### config.mk
export PLATFORM = sky130hd
export DESIGN_NAME = fallback_regs
export DESIGN_NICKNAME = d
export VERILOG_FILES = /design/src/fallback_pkg.sv /design/src/field_wr_if.sv /design/src/cfg_field.sv /design/src/fallback_regs.sv
export VERILOG_INCLUDE_DIRS = /design/src
export SDC_FILE = /design/constraint.sdc
export NUM_CORES = 1
export LEC_CHECK = 0
export BUFFER_PORTS_ARGS = -buffer_cell sky130_fd_sc_hd__buf_4
export CAP_MARGIN = 20
export CELL_PAD_IN_SITES_DETAIL_PLACEMENT = 1
export CELL_PAD_IN_SITES_GLOBAL_PLACEMENT = 2
export CORE_ASPECT_RATIO = 0.8
export CORE_MARGIN = 2
export CORE_UTILIZATION = 27
export DETAILED_ROUTE_END_ITERATION = 6
export HOLD_SLACK_MARGIN = 0.02
export PLACE_DENSITY = 0.77
export SYNTH_ARGS = -nofsm -noshare
export SYNTH_HDL_FRONTEND = slang
export SYNTH_SLANG_ARGS = --single-unit
### constraint.sdc
create_clock -name mclk -period 1.18 [get_ports mclk]
set_input_delay 0.059 -clock mclk [delete_from_list [all_inputs] [get_ports mclk]]
set_output_delay 0.059 -clock mclk [all_outputs]
set_load 0.005 [all_outputs]
### src/fallback_regs_params.svh
/*
  Constants for the fallback-mode configuration registers: register
  offsets, field widths, reset values and soft reset command codes.
  Assumes it is included by bare name, once per compile unit or more.
*/
`ifndef FALLBACK_REGS_PARAMS_SVH
`define FALLBACK_REGS_PARAMS_SVH

// register offsets on the serial register port
`define ADR_CH1_DIM_LO 6'h28
`define ADR_CH1_DIM_HI 6'h29
`define ADR_CH2_DIM_LO 6'h2A
`define ADR_CH2_DIM_HI 6'h2B
`define ADR_CH1_ON_TIME 6'h2C
`define ADR_CH2_ON_TIME 6'h2D
`define ADR_SOFT_RESET 6'h2E

// field widths, all fields start at bit 0
`define REG_ADDR_W 6
`define REG_DATA_W 8
`define DIM_LO_W 8
`define DIM_HI_W 2
`define ON_TIME_W 6

// reset values
`define DIM_LO_RST 8'h00
`define DIM_HI_RST 2'h0
`define ON_TIME_RST 6'h07
`define WDT_EN_RST 1'b0
`define PC_IND_RST 1'b1

// soft reset command codes
`define CMD_RESET_LOAD 8'hC3
`define CMD_RESET_DETECT 8'hD4

`endif

### src/fallback_pkg.sv
/*
  Types shared by the fallback-mode register bank.
  Assumes the params header sits in the same folder.
*/
`default_nettype none
package fallback_pkg;
  `include "fallback_regs_params.svh"

  typedef logic [`REG_ADDR_W-1:0] reg_addr_t;
  typedef logic [`REG_DATA_W-1:0] reg_byte_t;

  // accepted soft reset commands
  typedef enum logic [7:0] {
    CMD_LOAD = `CMD_RESET_LOAD,
    CMD_DETECT = `CMD_RESET_DETECT
  } soft_cmd_e;
endpackage
`default_nettype wire

### src/field_wr_if.sv
/*
  Write bundle from the register decoder to each storage field.
  Assumes one driver (the decoder) and any number of fields.
*/
`default_nettype none
interface field_wr_if;
  logic ce;
  logic we;
  logic soft_clr;
  fallback_pkg::reg_byte_t wdata;

  modport src(output ce, output we, output soft_clr, output wdata);
  modport dst(input ce, input we, input soft_clr, input wdata);
endinterface
`default_nettype wire

### src/cfg_field.sv
/*
  One writable configuration field of W bits at bit 0 of its register.
  Assumes the decoder raises sel only for this field's own address.
*/
`default_nettype none
module cfg_field #(
  parameter int W = 8,
  parameter logic [W-1:0] RST = '0
) (
  input wire logic mclk,
  input wire logic rst,
  field_wr_if.dst wr,
  input wire logic sel,
  output logic [W-1:0] q
);

  // soft clear has priority; upper write bits are dropped on purpose
  always_ff @(posedge mclk or posedge rst) begin
    if (rst) begin
      q <= RST;
    end else if (wr.ce) begin
      if (wr.soft_clr) begin
        q <= RST;
      end else if (wr.we && sel) begin
        q <= wr.wdata[W-1:0]; // RULE_03
      end
    end
  end
endmodule
`default_nettype wire

### src/fallback_regs.sv
/*
  Fallback-mode configuration register bank of a dual-channel LED
  driver: dimming widths, on-time fields and the soft reset command.
  Assumes the serial interface logic outside turns each frame into a
  one-cycle read or write strobe with address and data on this port.
*/
// Contract
// [RULE_01] ch1 dim width upper two bits live in bits 1-0 at 0x29.
// [RULE_02] ch2 dim width: low byte at 0x2A, upper two bits at 0x2B.
// [RULE_03] reserved upper bits read zero and ignore writes.
// [RULE_04] ch1 six-bit on-time field at 0x2C sets fallback frequency.
// [RULE_05] ch2 six-bit on-time field at 0x2D sets fallback frequency.
// [RULE_06] both on-time fields reset to 0x07.
// [RULE_07] all dim width bytes reset to zero.
// [RULE_08] write-only soft reset command register at 0x2E.
// [RULE_09] soft reset leaves the power-cycle indicator alone.
// [RULE_10] 0xC3 restores defaults, machines to load, watchdog off.
// [RULE_11] 0xD4 restores defaults, watchdog on, detect if timeouts clear.
// [RULE_12] reading the soft reset register returns zero.
`default_nettype none
`include "fallback_regs_params.svh"
module fallback_regs (
  input wire logic mclk,
  input wire logic rst,
  input wire logic ce,
  input wire logic reg_wr,
  input wire logic reg_rd,
  input wire fallback_pkg::reg_addr_t reg_addr,
  input wire fallback_pkg::reg_byte_t reg_wdata,
  output fallback_pkg::reg_byte_t reg_rdata,
  output logic reg_rvalid,
  input wire logic standalone_mode,
  input wire logic [1:0] watchdog_timeout_bits,
  input wire logic pc_clear,
  output logic [9:0] ch1_fallback_dim_width,
  output logic [9:0] ch2_fallback_dim_width,
  output logic [5:0] ch1_fallback_on_time_field,
  output logic [5:0] ch2_fallback_on_time_field,
  output logic watchdog_en,
  output logic sm_to_load,
  output logic sm_to_detect,
  output logic power_cycle_indicator
);

  field_wr_if wr ();

  logic [`DIM_LO_W-1:0] ch1_lo;
  logic [`DIM_HI_W-1:0] ch1_hi;
  logic [`DIM_LO_W-1:0] ch2_lo;
  logic [`DIM_HI_W-1:0] ch2_hi;
  logic [`ON_TIME_W-1:0] on1;
  logic [`ON_TIME_W-1:0] on2;
  logic cmd_wr;
  logic cmd_load;
  logic cmd_detect;
  fallback_pkg::reg_byte_t rdata_d;
  fallback_pkg::reg_byte_t rdata_q;
  logic rvalid_q;
  logic wdt_en_q;
  logic to_load_q;
  logic to_detect_q;
  logic pc_ind_q;

  // soft reset decode; any other value written to 0x2E is ignored
  assign cmd_wr = reg_wr && (reg_addr == `ADR_SOFT_RESET); // RULE_08
  assign cmd_load = cmd_wr &&
    (reg_wdata == fallback_pkg::CMD_LOAD); // RULE_10
  assign cmd_detect = cmd_wr &&
    (reg_wdata == fallback_pkg::CMD_DETECT); // RULE_11

  // the command register has no storage: it only fans out a clear
  assign wr.ce = ce;
  assign wr.we = reg_wr;
  assign wr.wdata = reg_wdata;
  assign wr.soft_clr = cmd_load || cmd_detect; // RULE_10 RULE_11

  // dimming width bytes, cleared at reset and by soft reset
  cfg_field #(.W(`DIM_LO_W), .RST(`DIM_LO_RST)) u_ch1_lo (
    .mclk(mclk),
    .rst(rst),
    .wr(wr.dst),
    .sel(reg_addr == `ADR_CH1_DIM_LO),
    .q(ch1_lo)
  ); // RULE_07
  cfg_field #(.W(`DIM_HI_W), .RST(`DIM_HI_RST)) u_ch1_hi (
    .mclk(mclk),
    .rst(rst),
    .wr(wr.dst),
    .sel(reg_addr == `ADR_CH1_DIM_HI),
    .q(ch1_hi)
  ); // RULE_01
  cfg_field #(.W(`DIM_LO_W), .RST(`DIM_LO_RST)) u_ch2_lo (
    .mclk(mclk),
    .rst(rst),
    .wr(wr.dst),
    .sel(reg_addr == `ADR_CH2_DIM_LO),
    .q(ch2_lo)
  ); // RULE_02
  cfg_field #(.W(`DIM_HI_W), .RST(`DIM_HI_RST)) u_ch2_hi (
    .mclk(mclk),
    .rst(rst),
    .wr(wr.dst),
    .sel(reg_addr == `ADR_CH2_DIM_HI),
    .q(ch2_hi)
  ); // RULE_02

  // on-time fields default to the 437 kHz setting
  cfg_field #(.W(`ON_TIME_W), .RST(`ON_TIME_RST)) u_on1 (
    .mclk(mclk),
    .rst(rst),
    .wr(wr.dst),
    .sel(reg_addr == `ADR_CH1_ON_TIME),
    .q(on1)
  ); // RULE_04 RULE_06
  cfg_field #(.W(`ON_TIME_W), .RST(`ON_TIME_RST)) u_on2 (
    .mclk(mclk),
    .rst(rst),
    .wr(wr.dst),
    .sel(reg_addr == `ADR_CH2_ON_TIME),
    .q(on2)
  ); // RULE_05 RULE_06

  // assembled values for the fallback pwm and on-time logic
  assign ch1_fallback_dim_width = {ch1_hi, ch1_lo}; // RULE_01
  assign ch2_fallback_dim_width = {ch2_hi, ch2_lo}; // RULE_02
  assign ch1_fallback_on_time_field = on1; // RULE_04
  assign ch2_fallback_on_time_field = on2; // RULE_05

  // read mux; reserved bits and unmapped addresses read as zero
  always_comb begin
    rdata_d = 8'h00;
    case (reg_addr)
      `ADR_CH1_DIM_LO: rdata_d = ch1_lo;
      `ADR_CH1_DIM_HI: rdata_d = {6'h00, ch1_hi}; // RULE_01 RULE_03
      `ADR_CH2_DIM_LO: rdata_d = ch2_lo;
      `ADR_CH2_DIM_HI: rdata_d = {6'h00, ch2_hi}; // RULE_03
      `ADR_CH1_ON_TIME: rdata_d = {2'h0, on1}; // RULE_03
      `ADR_CH2_ON_TIME: rdata_d = {2'h0, on2}; // RULE_03
      `ADR_SOFT_RESET: rdata_d = 8'h00; // RULE_12
      default: rdata_d = 8'h00;
    endcase
  end

  // read data is held until the next read so the shifter can take it late
  always_ff @(posedge mclk or posedge rst) begin
    if (rst) begin
      rdata_q <= 8'h00;
    end else if (ce && reg_rd) begin
      rdata_q <= rdata_d;
    end
  end

  // read answer strobe, one cycle after the read strobe
  always_ff @(posedge mclk or posedge rst) begin
    if (rst) begin
      rvalid_q <= 1'b0;
    end else if (ce) begin
      rvalid_q <= reg_rd;
    end
  end

  assign reg_rdata = rdata_q;
  assign reg_rvalid = rvalid_q;

  // watchdog enable follows the last accepted soft reset command
  always_ff @(posedge mclk or posedge rst) begin
    if (rst) begin
      wdt_en_q <= `WDT_EN_RST;
    end else if (ce) begin
      if (cmd_load) begin
        wdt_en_q <= 1'b0; // RULE_10
      end else if (cmd_detect) begin
        wdt_en_q <= 1'b1; // RULE_11
      end
    end
  end

  // one-cycle requests to the stand-alone channel state machines;
  // detect needs the timeout bits already cleared by a status read
  always_ff @(posedge mclk or posedge rst) begin
    if (rst) begin
      to_load_q <= 1'b0;
      to_detect_q <= 1'b0;
    end else if (ce) begin
      to_load_q <= cmd_load && standalone_mode; // RULE_10
      to_detect_q <= cmd_detect && standalone_mode &&
        (watchdog_timeout_bits == 2'b00); // RULE_11
    end
  end

  // power-cycle indicator: set only by the power-on reset, cleared by a
  // status read; the soft clear deliberately does not reach it
  always_ff @(posedge mclk or posedge rst) begin
    if (rst) begin
      pc_ind_q <= `PC_IND_RST;
    end else if (ce && pc_clear) begin
      pc_ind_q <= 1'b0; // RULE_09
    end
  end

  assign watchdog_en = wdt_en_q;
  assign sm_to_load = to_load_q;
  assign sm_to_detect = to_detect_q;
  assign power_cycle_indicator = pc_ind_q;
endmodule
`default_nettype wire

Yosys cells after proc, flatten, opt, wreduce, memory -nomap -nowiden --
Index checks and enable logic that the tools add are counted.
Storage, ports and cells: register bits after elaboration 45, output and inout port bits 45
Cells by class: equal/unequal tests 9, mux-type cells 15, reductions and logical operators 30
Operator list (number):
- $pmux 8 s6 | 1
- $eq 6x6->1 const B | 7
- $mux 8 | 4
- $mux 6 | 4
- $eq 8x8->1 const B | 2
- $logic_and 1x1->1 | 14
- $reduce_and 2->1 | 7
- $reduce_bool 2->1 | 7
- $mux 2 | 4
- $logic_not 2->1 | 1
- $mux 1 | 2
- $logic_or 1x1->1 | 1

Depth between registers and ports, before layout --
depth in word-level cells 6, mapped depth 7, gate-level depth less buffers 4

By module --
From an unflattened synthesis, not the netlist that was laid out.
Unflattened totals: cells, all modules 204, area, all modules 2294.7 um^2
By module, submodules not included:
- fallback_regs | instances 1, cells an instance 94, area an instance 893.4 um^2
- cfg_field at u_ch1_lo ... | instances 2, cells an instance 26, area an instance 346.6 um^2
- cfg_field at u_on1 ... | instances 2, cells an instance 21, area an instance 260.2 um^2
- cfg_field at u_ch1_hi ... | instances 2, cells an instance 8, area an instance 93.8 um^2

Least setup slack after synthesis --
Ideal clock, no wire load.
path kind input to register, start input reg_wdata[1], end register u_ch1_hi.q[0], library setup time 78 ps, arrival time 1176 ps, setup slack -73 ps, cell stages on the path 7, path buffers 3, path through buf_2 and4bb_1 or2_0 and3_1 buf_6 buf_6 o2bb2ai_1
Between the ends: word-level cells in the longest chain between the ends 5, elaborated cells on any way between the ends 8, those cells by class eq/ne (2); mux (1); reduce/logical (5)
RTL lines:
- start, declared | RTL line fallback_regs.sv:29 | input wire fallback_pkg::reg_byte_t reg_wdata,
- $eq 8x8->1 (on tied branches) | RTL line fallback_regs.sv:67, fallback_regs.sv:69
- $logic_and 1x1->1 (on tied branches) | RTL line fallback_regs.sv:66, fallback_regs.sv:68
- $logic_or 1x1->1 (*) | RTL line fallback_regs.sv:75 | assign wr.soft_clr = cmd_load || cmd_detect;
- $reduce_bool 2->1 (no source line)
- $reduce_and 2->1 (no source line)
- end signal, assigned | RTL line cfg_field.sv:25 | q <= wr.wdata[W-1:0];
- end, declared | RTL line cfg_field.sv:14 | output logic [W-1:0] q
Mark *: on every way between the ends. The rest lies on a longest branch, timed or not. A chain may end at the register's enable or synchronous reset.

Worst setup path in the final report --
start register u_on1.q[0], end register rdata_q[0], in the netlist reg_rdata[0]
Between the ends: word-level cells in the longest chain between the ends 1
RTL lines:
- start, declared | RTL line cfg_field.sv:14
- start signal, assigned | RTL line cfg_field.sv:25
- $pmux 8 s6 | RTL line fallback_regs.sv:132 | case (reg_addr)
- end signal, assigned | RTL line fallback_regs.sv:149 | rdata_q <= rdata_d;
- end, declared | RTL line fallback_regs.sv:57 | fallback_pkg::reg_byte_t rdata_q;
Every way passes these cells.

==> results.yml <==
placement:
  port_buffers: 67
  place_ws_ps: -263.9
  dp_hpwl_um: 5828
  dpl.cell_count: 423
  gp_congestion: 0.8043
synth:
  synthCells: 224
  yosysTopAreaCell: "dfrtp_1"
  synth_xor_area_share_pct: 0
  yosys-mux-area-fraction_pct: 4.224
  synth_most_common_cell: "nand2_1"
  synth_top_family_by_area: "simple AND/OR/NAND/NOR gates"
  yosys.area_share.simple_pct: 20.32
  yosys-top-cells-area: "dfrtp_1 43%, dfstp_2 8.4%, o2bb2ai_1 8.0%"
  synth-main-ff-cell: "dfrtp_1"
  synth.top_cells.by_count: "41 x nand2_1, 38 x dfrtp_1, 20 x nor2_1, 20 x o2bb2ai_1, 12 x o21ai_0"
  synth_edf_count: 0
  synth-adder-area-share_pct: 0
  avgSynthCellArea_um2: 9.786
  synth_top_cell_area_share_pct: 43.38
  syn_area_um2: 2192
  synth-seq-cells: 45
  mappedNetlistNets: 247
  yosysSeqAreaShare_pct: 51.77
  yosysWarnings: 0
  synth_cell_types: 40
  synth-compound-area-share_pct: 19.35
  synthArstFlopShare_pct: 100.0
power_and_ir_drop:
  ir_worst_vdd_uv: 488.9
  intPower_mw: 2.436
  leakagePower_nw: 1.520
  p_comb_share_pct: 18.5
  switchingPower_mw: 0.9651
  p_per_area_nw_per_um2: 1056
  pwr-share-seq_pct: 51.9
  switching_share_pct: 28.38
  clkPwrFrac_pct: 29.6
floorplanning:
  ios: 68
  start_util_pct: 27.71
  die-width_um: 104.7
  die-area_um2: 8860
  num_rows: 29
  fp.dieH_um: 84.59
  core-area_um2: 7910
routing:
  drcViolationCount: 0
  firstDrtPassIters: 4
  ant_nets: 0
  vias: 2120
  wire_per_inst_um: 17.22
  routed_wl_um: 7506
  drtIter0Drc: 57
  vias_per_cell: 4.862
timing:
  slew_headroom_pct: 61.70
  hold_viol_final: 0
  skew_ps: 14.08
  slew_violations: 0
  post-route-min-period_ps: 1110
  worst_pin_slew_ps: 572.5
  finalCritPeriodShare_pct: 94.06
  report.final.setup_viol: 0
  rsz0062_at_grt: "true"
  fmax_mhz: 901.0
  final.setup.worst_slack_ps: 70.13
run:
  drv_cap: 0
setup_path:
  required_ps: 1410
  cp_max_fo: 3
  rr_startpoint: "u_on1.q[0]$_DFFE_PP1P_"
  rr_worst_depth: 4
  cpPeakStageDelay_ps: 560
  r2r_end: "reg_rdata[0]$_DFFE_PP0P_"
  arrival_ps: 1340
  crit_start: "u_on1.q[0]$_DFFE_PP1P_"
  rrSetupSlack_ps: 70
  worstSetupPathType: "flip-flop to flip-flop"
  cp-start-kind: "flip-flop"
  critPathSlowestCell: "dfstp_2"
  crit_path_end_kind: "flip-flop"
  cp_cell_sequence: "nand3b_1 > a21oi_2 > a311oi_1 > o21ai_1"
hold_path:
  hold_path_depth: 3
  hold_path.class: "input port to flip-flop"
  holdPathEnd: "u_ch1_lo.q[6]$_DFFE_PP0P_"
  holdCritStartpoint: "reg_wdata[6]"
cts:
  cts_sinks: 45
  cts_buffer_depth: 2
  clk_pin_slew_ps: 100
  cts_buffers: 5
  cts_root_buf: "clkbuf_8"
  h-tree-depth: 2
  tritoncts: "yes"
  clkLatencyLatePin_ps: 310
grt:
  grt_max_degree: 46
  grt_pass1_wl_um: 12270
  overflow: 0
  antenna_found_initial: 0
  grt_usage_pct: 17.59
  grt_pass1_vias: 2216
cells_and_area:
  post-route-util_pct: 40.70
  fin_nets: 350
  synthToLayoutAreaGrowth_pct: 46.86
  finalNonFillerCells: 436
  diodes: 0
  drive_above_1_share_pct: 39.63
outcome:
  outcome: "complete, no violations"
-- per-stage QoR --
step	total power [mW]	TNS, ps	cell area (um^2)	hold WS, ps
2_1_floorplan	2.007	-5.662	2220	126.8
3_3_place_gp	2.390	-6294	3063	126.3
3_5_place_dp	2.411	-8058	3063	132.3
4_1_cts	3.420	0	3193	62.51
5_1_grt	3.572	-5.812	3219	60.48
6_report	3.401	0	3219	65.69
-- state kept, by name, summed over array words and instances, names as in the netlist --
| name | cells |
|---|---|
| reg_rvalid | 1 |
| power_cycle_indicator | 1 |
| u_ch1_lo.q | 8 |
| sm_to_detect | 1 |
| u_ch1_hi.q | 2 |
| u_on1.q | 6 |
| u_on2.q | 6 |
| reg_rdata | 8 |
| watchdog_en | 1 |
| u_ch2_lo.q | 8 |
| sm_to_load | 1 |
| u_ch2_hi.q | 2 |
-- worst max-delay path: cells and delay by family (launching register included) --
family,cells,cell delay [ps]
compound gates,3,380
flops,1,560
simple gates,1,100
-- power groups by stage --
| stage | Clock (mW) | Sequential, mW | Combinational [mW] |
|---|---|---|---|
| global placement | 0 | 1.79 | 0.598 |
| finish | 1.01 | 1.77 | 0.629 |
| CTS | 1.03 | 1.77 | 0.626 |
| detailed placement | 0 | 1.80 | 0.614 |
| floorplan | 0 | 1.78 | 0.228 |
| global route | 1.09 | 1.78 | 0.697 |
-- placed cells by master (no fill, tap or decap), drive strengths merged, types with 2 or more instances in the layout --
cell type and instances:
mux2 2, nor2b 3, a21oi 11, and3 5, o21ai 12, inv 3, o31ai 2, buf 106
a32o 2, and2 3, a22oi 7, or2 2, nand2 41, nand3b 2, o2bb2ai 20, clkinv 2
dfstp 7, nand3 6, and3b 2, dfrtp 38, clkbuf 5, nor2 20, nor3 2, mux2i 7
dlygate4sd3 4
-- worst max-delay path by stage --
| stage | endpoint | cells past startpoint |
|---|---|---|
| after floorplan | u_ch1_lo.q[1]$_DFFE_PP0P_ | 7 |
| after detailed placement | u_on2.q[4]$_DFFE_PP0P_ | 6 |
| final | reg_rdata[0]$_DFFE_PP0P_ | 4 |
| after global placement | u_on2.q[3]$_DFFE_PP0P_ | 6 |
| after CTS | reg_rdata[1]$_DFFE_PP0P_ | 4 |
| after global routing | reg_rdata[1]$_DFFE_PP0P_ | 4 |
-- cell type report --
type	count	area (um^2)
clock buffers	5	68.82
fillers	956	4691
inverters	3	11.26
flip-flops and latches	45	1135
repair buffers	110	848.3
well taps	108	135.1
clock inverters	3	21.27
multi-input cells	162	999.7
-- kinds of logic after synthesis --
logic type	Yosys count
AOI/OAI and AO/OA	60
buffers and inverters	17
DFF	45
muxes	9
and+or+nand+nor	93
-- repair_timing --
| item | 4_1_cts | 5_1_grt |
|---|---|---|
| setup endpoints to repair | 0 | 9 |
| resized for setup | 0 | 6 |
| hold buffers | 4 | 0 |
| hold endpoints to repair | 41 | 0 |
| setup buffers | 0 | 1 |
-- metal layers --
metal  routed length [um]  global-route usage (%)
met1                 3663                   24.34
met2                 3455                   28.69
met3                  296                   3.261
met4                   91                   4.121
met5                    0                       0
Note: power is estimated with default switching activity, not from simulation.
